--- config.mk ---
export PLATFORM = sky130hd
export DESIGN_NAME = crs_sequencer
export DESIGN_NICKNAME = d
export VERILOG_FILES = /design/src/crs_pkg.sv /design/src/crs_sequencer.sv
export VERILOG_INCLUDE_DIRS = /design/src
export SDC_FILE = /design/constraint.sdc
export NUM_CORES = 1
export LEC_CHECK = 0
export BUFFER_PORTS_ARGS = -buffer_cell sky130_fd_sc_hd__clkbuf_2
export CORE_ASPECT_RATIO = 1.1
export CORE_MARGIN = 2
export CORE_UTILIZATION = 26
export CTS_BUF_LIST = sky130_fd_sc_hd__clkbuf_8
export DETAILED_ROUTE_END_ITERATION = 8
export GPL_TIMING_DRIVEN = 0
export PLACE_DENSITY_LB_ADDON = 0.25
export SETUP_SLACK_MARGIN = 0.1
export SLEW_MARGIN = 20
export SYNTH_ARGS = -nofsm -noshare
export SYNTH_HDL_FRONTEND = slang
export SYNTH_SLANG_ARGS = --single-unit
--- constraint.sdc ---
create_clock -name mclk -period 2.8 [get_ports mclk]
set_input_delay 0.42 -clock mclk [delete_from_list [all_inputs] [get_ports mclk]]
set_output_delay 0.42 -clock mclk [all_outputs]
set_load 0.1 [all_outputs]
--- src/crs_cfg.svh ---
// field positions, reset values and timing counts of the reset sequencer
`ifndef CRS_CFG_SVH
`define CRS_CFG_SVH

// strap width and field positions
`define CRS_STRAP_W          8
`define CRS_STRAP_MODE_BIT   0

// reset values
`define CRS_STRAP_RST        8'h00
`define CRS_CNT_RST          4'h0

// counter width and timing counts in mclk cycles
`define CRS_CNT_W            4
`define CRS_BUS_START_CYC    4'h4
`define CRS_ISA_LAG_CYC      4'h4

`endif

--- src/crs_pkg.sv ---
// types shared by the reset and strap sequencer
package crs_pkg;

    typedef enum logic [2:0] {
        CRS_ST_RESET   = 3'b000,
        CRS_ST_LOCK    = 3'b001,
        CRS_ST_RELEASE = 3'b010,
        CRS_ST_PCI     = 3'b011,
        CRS_ST_RUN     = 3'b100
    } crs_state_t;

    typedef enum logic {
        CRS_MODE_ISA   = 1'b0,
        CRS_MODE_LOCAL = 1'b1
    } crs_mode_t;

endpackage

--- src/crs_sequencer.sv ---
// cold and warm reset sequencer with strap sampling on every cycle while reset input is low
`timescale 1ns/1ps
`include "crs_cfg.svh"
// Notes on behaviour
// RQ1: board holds reset input low until supplies valid, plus about ten microseconds; in the bench the first release comes at 64 ns.
// RQ2: straps sampled every cycle while reset input is low; latest value used.
// RQ3: board keeps straps steady while input low and until reset output rises; the board model drifts them for the first half of each pulse.
// RQ4: no bus activity until a few cycles after reset output is released.
// RQ5: in isa mode pci activity comes before any isa activity.
// RQ6: in local bus mode pci stays idle; flash chip select is first activity.
// RQ7: warm reset follows the same strap and bus ordering as cold reset.
// RQ8: board sizes warm reset pulse for strap resistor settling.
// RQ9: board delivers a glitch-free reset input pulse.
// RQ10: pci clock pll runs open loop while reset input is asserted.
// RQ11: reset output held low, released on mclk after pll lock and strap latch.
module crs_sequencer #(
    parameter int STRAP_W = `CRS_STRAP_W
) (
    // clock and reset
    input  wire logic                 mclk,
    input  wire logic                 rst_b,
    // board reset and straps
    input  wire logic                 system_reset_input_n,
    input  wire logic [STRAP_W-1:0]   strap_in,
    // pll status
    input  wire logic                 pll_lock,
    // reset and configuration out
    output logic                      system_reset_output_n,
    output logic [STRAP_W-1:0]        strap_cfg,
    output crs_pkg::crs_mode_t        bus_mode,
    output logic                      pci_pll_open_loop,
    // bus activity enables
    output logic                      pci_bus_en,
    output logic                      isa_bus_en,
    output logic                      flash_cs_en
);
    import crs_pkg::*;

    ////////////////////////////////////////////////////////////////////////////
    // state

    crs_state_t                 state_q;
    crs_state_t                 state_d;
    logic [`CRS_CNT_W-1:0]      cnt_q;
    logic [`CRS_CNT_W-1:0]      cnt_d;
    logic [STRAP_W-1:0]         strap_q;
    logic [STRAP_W-1:0]         strap_d;
    logic                       rst_out_q;
    logic                       rst_out_d;
    logic                       open_loop_q;
    logic                       open_loop_d;
    logic                       pci_en_q;
    logic                       pci_en_d;
    logic                       isa_en_q;
    logic                       isa_en_d;
    logic                       flash_en_q;
    logic                       flash_en_d;
    logic                       local_mode;

    assign local_mode = strap_q[`CRS_STRAP_MODE_BIT];

    ////////////////////////////////////////////////////////////////////////////
    // next state

    always_comb begin
        state_d     = state_q;
        cnt_d       = cnt_q;
        strap_d     = strap_q;
        rst_out_d   = rst_out_q;
        open_loop_d = open_loop_q;
        pci_en_d    = pci_en_q;
        isa_en_d    = isa_en_q;
        flash_en_d  = flash_en_q;
        if (!system_reset_input_n) begin
            // any low input, cold or warm, restarts the whole sequence
            state_d     = CRS_ST_RESET;                                          // RQ7
            strap_d     = strap_in;                                              // RQ2
            cnt_d       = `CRS_CNT_RST;
            rst_out_d   = 1'b0;                                                  // RQ11
            open_loop_d = 1'b1;                                                  // RQ10
            pci_en_d    = 1'b0;                                                  // RQ4
            isa_en_d    = 1'b0;
            flash_en_d  = 1'b0;
        end else begin
            open_loop_d = 1'b0;
            case (state_q)
                CRS_ST_RESET: begin
                    // straps now frozen at the last sample taken while low
                    state_d = CRS_ST_LOCK;
                end
                CRS_ST_LOCK: begin
                    if (pll_lock) begin
                        state_d   = CRS_ST_RELEASE;
                        rst_out_d = 1'b1;                                        // RQ11
                        cnt_d     = `CRS_CNT_RST;
                    end
                end
                CRS_ST_RELEASE: begin
                    // quiet gap after release so downstream logic leaves reset first
                    if (cnt_q == `CRS_BUS_START_CYC - 4'h1) begin                // RQ4
                        cnt_d = `CRS_CNT_RST;
                        if (local_mode) begin
                            state_d    = CRS_ST_RUN;
                            flash_en_d = 1'b1;                                   // RQ6
                        end else begin
                            state_d  = CRS_ST_PCI;
                            pci_en_d = 1'b1;                                     // RQ5
                        end
                    end else begin
                        cnt_d = cnt_q + 4'h1;
                    end
                end
                CRS_ST_PCI: begin
                    // isa sits behind the south bridge, so it trails pci
                    if (cnt_q == `CRS_ISA_LAG_CYC - 4'h1) begin                  // RQ5
                        state_d  = CRS_ST_RUN;
                        isa_en_d = 1'b1;
                        cnt_d    = `CRS_CNT_RST;
                    end else begin
                        cnt_d = cnt_q + 4'h1;
                    end
                end
                CRS_ST_RUN: begin
                    state_d = CRS_ST_RUN;
                end
                default: begin
                    state_d   = CRS_ST_RESET;
                    rst_out_d = 1'b0;
                    pci_en_d  = 1'b0;
                    isa_en_d  = 1'b0;
                    flash_en_d = 1'b0;
                end
            endcase
        end
    end

    ////////////////////////////////////////////////////////////////////////////
    // registers

    always_ff @(posedge mclk or negedge rst_b) begin
        if (!rst_b) begin
            state_q     <= CRS_ST_RESET;
            cnt_q       <= `CRS_CNT_RST;
            strap_q     <= `CRS_STRAP_RST;
            rst_out_q   <= 1'b0;
            open_loop_q <= 1'b1;
            pci_en_q    <= 1'b0;
            isa_en_q    <= 1'b0;
            flash_en_q  <= 1'b0;
        end else begin
            state_q     <= state_d;
            cnt_q       <= cnt_d;
            strap_q     <= strap_d;
            rst_out_q   <= rst_out_d;
            open_loop_q <= open_loop_d;
            pci_en_q    <= pci_en_d;
            isa_en_q    <= isa_en_d;
            flash_en_q  <= flash_en_d;
        end
    end

    assign system_reset_output_n = rst_out_q;
    assign strap_cfg             = strap_q;
    assign bus_mode              = crs_mode_t'(local_mode);
    assign pci_pll_open_loop     = open_loop_q;
    assign pci_bus_en            = pci_en_q;
    assign isa_bus_en            = isa_en_q;
    assign flash_cs_en           = flash_en_q;

    ////////////////////////////////////////////////////////////////////////////
    // assertions

    property p_strap_track;
        @(posedge mclk) disable iff (!rst_b)
        !system_reset_input_n |=> strap_cfg == $past(strap_in);
    endproperty
    a_strap_track: assert property (p_strap_track) // RQ2
        else $error("strap not sampled during reset input low");

    property p_strap_frozen;
        @(posedge mclk) disable iff (!rst_b)
        $past(system_reset_input_n) |-> $stable(strap_cfg);
    endproperty
    a_strap_frozen: assert property (p_strap_frozen) // RQ2
        else $error("strap changed after reset input released");

    property p_rst_out_low;
        @(posedge mclk) disable iff (!rst_b)
        !system_reset_input_n |=> !system_reset_output_n;
    endproperty
    a_rst_out_low: assert property (p_rst_out_low) // RQ11
        else $error("reset output high while input low");

    property p_release_lock;
        @(posedge mclk) disable iff (!rst_b)
        $rose(system_reset_output_n) |-> $past(pll_lock) && $past(system_reset_input_n, 2);
    endproperty
    a_release_lock: assert property (p_release_lock) // RQ11
        else $error("reset output released without lock or strap latch");

    property p_bus_quiet;
        @(posedge mclk) disable iff (!rst_b)
        $rose(system_reset_output_n) |-> (!pci_bus_en && !isa_bus_en && !flash_cs_en)[*4];
    endproperty
    a_bus_quiet: assert property (p_bus_quiet) // RQ4
        else $error("bus active too soon after reset release");

    property p_isa_after_pci;
        @(posedge mclk) disable iff (!rst_b)
        $rose(isa_bus_en) |-> pci_bus_en && $past(pci_bus_en, 4);
    endproperty
    a_isa_after_pci: assert property (p_isa_after_pci) // RQ5
        else $error("isa activity not preceded by pci");

    property p_local_no_pci;
        @(posedge mclk) disable iff (!rst_b)
        bus_mode == CRS_MODE_LOCAL |-> !pci_bus_en && !isa_bus_en;
    endproperty
    a_local_no_pci: assert property (p_local_no_pci) // RQ6
        else $error("pci touched in local bus mode");

    property p_warm_quiet;
        @(posedge mclk) disable iff (!rst_b)
        !system_reset_input_n |=> !pci_bus_en && !isa_bus_en && !flash_cs_en;
    endproperty
    a_warm_quiet: assert property (p_warm_quiet) // RQ7
        else $error("bus active during warm reset");

    property p_open_loop;
        @(posedge mclk) disable iff (!rst_b)
        !system_reset_input_n |=> pci_pll_open_loop;
    endproperty
    a_open_loop: assert property (p_open_loop) // RQ10
        else $error("pci pll not open loop during reset");

    c_isa_boot: cover property (@(posedge mclk) disable iff (!rst_b) $rose(isa_bus_en));
    c_local_boot: cover property (@(posedge mclk) disable iff (!rst_b) $rose(flash_cs_en));
    c_warm_reset: cover property (@(posedge mclk) disable iff (!rst_b)
        pci_bus_en ##1 !system_reset_input_n);

endmodule

Yosys cells after proc, flatten, opt, wreduce, memory -nomap -nowiden
Index checks and enable logic that the tools add are counted.

Flip-flop bits (word level): 20. Bits in latches: 0. Memory bits (writable): 0. Memory bits (read-only): 0. Input port bits: 12. Output and inout port bits: 14. Word-level logic and storage cells: 59. Memories kept: 0.

Add/subtract/negate cells: 1. Multipliers: 0. Div/mod/pow operators: 0. $lt $le $gt $ge: 0. Eq/ne operators: 14. Shift-type cells: 0. Mux-type cells: 25. Bitwise logic cells: 0. Reduce and logical (&&, ||, !) cells: 11.

Operators by type and width (count): $mux 3 (5); $ne 3x3->1 const B (5); $pmux 3 s5 (1); $mux 4 (3); $reduce_or 4->1 (3); $mux 1 (11); $reduce_and 3->1 (3); $pmux 1 s2 (4); $pmux 4 s2 (1); $eq 3x2->1 const B (2); $ne 2x2->1 const B (3); $reduce_and 2->1 (3); $add 4x1->4 const B (1); $eq 4x2->1 const B (1); $eq 3x1->1 const B (1); $eq 3x3->1 const B (1); $logic_not 3->1 (1); $ne 3x2->1 const B (1); $reduce_or 2->1 (1).

Logic depth before layout (Yosys ltp)
Depth in word-level cells: 4. Gate-level depth with buffers: 4. Mapped depth without buffers: 4.

Worst setup path after synthesis
OpenSTA, ideal clock, no wires.

Path type: reg2out. Start: register strap_q[0], in the netlist strap_cfg[0]. End: output strap_cfg[0]. Arrival time: 1369 ps. Required time: 2380 ps. Path slack: 1011 ps. Cell stages (with the launch flop): 2. Buffers on the path: 1. Cell sequence: dfrtp_1 > buf_4.

RTL lines: from (decl) (line crs_sequencer.sv:46) `logic [STRAP_W-1:0] strap_q;`; from (signal assigned) (line crs_sequencer.sv:144) `` strap_q <= `CRS_STRAP_RST; ``; from (signal assigned) (line crs_sequencer.sv:153) `strap_q <= strap_d;`; to (decl) (line crs_sequencer.sv:29) `output logic [STRAP_W-1:0] strap_cfg,`.

No word-level cell between the ends.

Worst setup path after layout
Start: register cnt_q[0]. End: register flash_en_q, in the netlist flash_cs_en.

Cells in the longest elaborated chain, start to end: 3.

RTL lines: from (decl) (line crs_sequencer.sv:44) `` logic [`CRS_CNT_W-1:0] cnt_q; ``; from (signal assigned) (line crs_sequencer.sv:143) `` cnt_q <= `CRS_CNT_RST; ``; from (signal assigned) (line crs_sequencer.sv:152) `cnt_q <= cnt_d;`; $eq 4x2->1 (line crs_sequencer.sv:100) `` if (cnt_q == `CRS_BUS_START_CYC - 4'h1) begin ``; $ne 3x3->1 (no line); $reduce_and 3->1 (no line); to (signal assigned) (line crs_sequencer.sv:158) `flash_en_q <= flash_en_d;`; to (decl) (line crs_sequencer.sv:56) `logic flash_en_q;`.

Every way passes these cells. A chain may end at the register's enable or synchronous reset.

==> metrics list <==
- The flow ran to the end, and the final reports show no timing, DRC or antenna violations.
- Tightest slew margin relative to the limit: 0.636
- Cells resized by post-CTS repair: 0
* Drt drc: 0
- Of the total power, registers draw 0.441.
* Largest net degree at the start of global routing: 21
* Cell at the root of the clock tree: sky130_fd_sc_hd__clkbuf_8
- For this run the aggregate overflow at the end of global routing stands at 0.
- Combinational family with the most area after synthesis: simple AND/OR/NAND/NOR gates
* H-tree depth reported by CTS: 1
- In the finished design, the share of the clock period the worst path needs comes to 0.608.
- At the end of the flow the core is filled with cells to 0.334.
* Instance area after placement: 0.00105 mm2
* Least-Margin Pin Slew: 0.548 ns
- Top library cells by usage in the layout, fill and taps aside: sky130_fd_sc_hd__clkbuf_2 (24), sky130_fd_sc_hd__dfrtp_1 (19), sky130_fd_sc_hd__mux2_2 (8)
* Top cell type's share of synthesized area: 0.537
- Die height: 65.2 um
- No sink is reached through more buffers than the 2 on the longest clock path.
- Unique masters post-synth: 24
- Reg2Reg Depth: 4
- CP Capture Type: flop
* Filler instances: 346
- Across the VDD grid, the largest voltage drop is 0.278 mV.
* Setup repair after global routing missed its margin: no
- During I/O placement, the number of pins put on the boundary was 26.
- Row generation in the floorplan step produced 22 rows.
- TritonCTS clock tree: yes
* Compound-cell area share of the yosys netlist: 0.102
- Slew Viols, Final: 0
- Synthesis produced a netlist whose cell count is 81.
* Simple-gate portion of the synthesized area: 0.167
* Switching share of power: 0.356
* Switching component of the power: 0.260 mW
- Adder-cell share of the synthesized area: 0.0141
- Growth of design area from synthesis to finish: 24.9%
- Final wirelength: 1.67 mm
* # setup viols final: 0
- Post-synthesis instance area: 885 um2
* Fraction of layout instances using a drive strength above 1: 0.367
* Worst reg2reg path startpoint: cnt_q[0]
- Hold-fix buffers at CTS: 0
* Setup TNS after final layout: 0 ns
* Sum of net half-perimeters after detailed placement: 1.30 mm
- The first global-routing pass estimated 3.00 mm of wire.
- For the worst setup path, the data required time is 2.98 ns.
- Worst clock skew on the final layout: 0.00435 ns
- Max-cap violations in this run came to 0.
- Critical path peak fanout: 5
* ANT cells: 0
- Core Footprint: 0.00330 mm2
- Data on the critical path arrives at its endpoint at 1.89 ns.
- After clock tree synthesis, the clock-pin slew on the worst setup and hold paths is 0.07 ns.
- Routability-driven placement congestion ratio: 0.749
- The hold violation count in the final report was 0.
- Initial antenna violation count: 0
- In this run, synthesis produced a sequential element count of 20.
- The internal power of the cells totals 0.469 mW.
- The count of nets left with antenna violations once routing finished came out at 0.
- After detailed routing, the number of vias per cell comes to 4.73.
- From left edge to right edge, the die measures 59.6 um.
- Post-synthesis xor/xnor area fraction: 0
- Worst setup slack for register-to-register paths: 1.10 ns
* Number of DRC markers after the initial detailed-route iteration: 6
- Share of synthesized area spent on multiplexers: 0.102
- Length of the first detailed-routing pass in iterations: 2
* Initial Utilization: 0.268
* Kind of launch point of the worst setup path: flop
* Routed len/inst: 11.5 um
- Worst setup path start: cnt_q[0]
- Synthesis warning total: 0
- Dividing the synthesized area by the synthesized cell count gives 10.9 um2.
* Leading cell type in the layout, fill and taps excluded: sky130_fd_sc_hd__clkbuf_2
- Min Tclk post-route: 1.70 ns
- Seq/Total Area, Yosys: 0.567
* Worst reg2reg path endpoint: flash_cs_en
* Area of the multi-input gates: 340 um2
* Cts bufs inserted: 3
- The sequential cells in the finished layout cover a total of 502 um2.
* Lkg Pwr: 0.512 nW
- The share of total power dissipated in combinational logic is 0.266.
- Clock sink count: 20
- Post-CTS setup buffers: 0
- The critical path is of the flop to flop type.
* Total nets after synthesis: 94
- The die covers 0.00389 mm2.
- Max frequency: 0.588 GHz
* Worst hold path class: primary input to asynchronous set/reset pin
* Power density normalized to cell area: 660 mW/mm2
- Synth top area cells: sky130_fd_sc_hd__dfrtp_1 (54%), sky130_fd_sc_hd__mux2_2 (10%), sky130_fd_sc_hd__a21oi_1 (4.0%)
- Across every metal layer, demand over resource in global routing totals 0.101.
- Number of vias in the routed layout: 686
- Number of global-route vias before repair: 718
- Final-stage net count: 123
- IO Port Bufs: 24
- Summed over all instances, the cell type with the most area after synthesis is sky130_fd_sc_hd__dfrtp_1.
- Portion of total power attributed to the clock network: 0.293
- The later pin in the worst-skew pair is clocked with a latency of 0.25 ns.
- Summing all non-filler instances in the final layout gives an area of 0.00110 mm2.
[cells in the mapped netlist]
library cell and n:
sky130_fd_sc_hd__a21oi_1 7, sky130_fd_sc_hd__a31oi_1 2, sky130_fd_sc_hd__and3b_1 1, sky130_fd_sc_hd__buf_2 1, sky130_fd_sc_hd__buf_4 1, sky130_fd_sc_hd__clkbuf_1 2, sky130_fd_sc_hd__dfrtp_1 19, sky130_fd_sc_hd__dfstp_2 1
sky130_fd_sc_hd__ha_1 1, sky130_fd_sc_hd__inv_1 6, sky130_fd_sc_hd__mux2_2 8, sky130_fd_sc_hd__nand2_1 5, sky130_fd_sc_hd__nand2b_1 1, sky130_fd_sc_hd__nand3_1 5, sky130_fd_sc_hd__nand3b_1 2, sky130_fd_sc_hd__nand4b_1 1
sky130_fd_sc_hd__nor2_1 4, sky130_fd_sc_hd__nor2b_1 1, sky130_fd_sc_hd__nor3b_1 1, sky130_fd_sc_hd__nor4bb_1 1, sky130_fd_sc_hd__o211ai_1 1, sky130_fd_sc_hd__o21ai_0 7, sky130_fd_sc_hd__or3b_4 1, sky130_fd_sc_hd__or4_1 2
[power by group through the flow]
stage / clock network (mW) / registers, mW / logic, mW
after floorplan: 0 / 0.434 / 0.0485
after global placement: 0 / 0.326 / 0.194
after detailed placement: 0 / 0.327 / 0.195
after CTS: 0.221 / 0.322 / 0.196
after global routing: 0.233 / 0.324 / 0.205
final: 0.214 / 0.321 / 0.194
[layout make-up]
type,count,area share
Tap cell,36,0.0408
Buffer,4,0.0181
Multi-Input combinational cell,51,0.308
Inverter,6,0.0204
Timing Repair Buffer,24,0.109
Clock buffer,4,0.0498
Sequential cell,20,0.454
[critical path: stages, from the launching register on]
cell and delay, ns:
sky130_fd_sc_hd__dfrtp_1 0.37, sky130_fd_sc_hd__ha_1 0.21, sky130_fd_sc_hd__or3b_4 0.42, sky130_fd_sc_hd__or4_1 0.49
sky130_fd_sc_hd__a21oi_1 0.15
[metrics by stage]
| stage | cells | power [mW] | hold slack, ns | setup WS (ns) |
|---|---|---|---|---|
| final | 145 | 0.729 | 0.113 | 1.10 |
| after floorplan | 81 | 0.482 | 0.124 | 1.01 |
| after CTS | 145 | 0.739 | 0.132 | 1.09 |
| after detailed placement | 141 | 0.523 | 0.411 | 1.10 |
| after global routing | 145 | 0.762 | 0.157 | 1.02 |
| after global placement | 141 | 0.520 | 0.412 | 1.11 |
[per-layer routing]
metal,wire length [um],share of wire,vias up,global-route usage
li1,-,-,338,-
met1,808,0.48,333,0.131
met2,793,0.47,13,0.165
met3,59,0.035,2,0.0236
met4,12,0.0072,0,0.0333
met5,0,0,-,0
[registers in the layout, summed over array words and instances, names as in the netlist]
signal,cells
cnt_q,4
flash_cs_en,1
isa_bus_en,1
pci_bus_en,1
pci_pll_open_loop,1
state_q,3
strap_cfg,8
system_reset_output_n,1
[how the worst max path moves through the flow]
stage,to,slack [ns],cells after the start
final,flash_cs_en,1.10,4
after global routing,flash_cs_en,1.02,4
after CTS,flash_cs_en,1.09,4
after detailed placement,flash_cs_en,1.10,4
after global placement,flash_cs_en,1.11,4
after floorplan,strap_cfg[0],1.01,1
[kinds of logic after synthesis]
kind of cell               after synthesis
muxes                                    8
adders and majority gates                1
buffers and inverters                   10
and+or+nand+nor                         25
DFF                                     20
AOI/OAI and AO/OA                       17
Note: power is estimated with default switching activity, not from simulation.
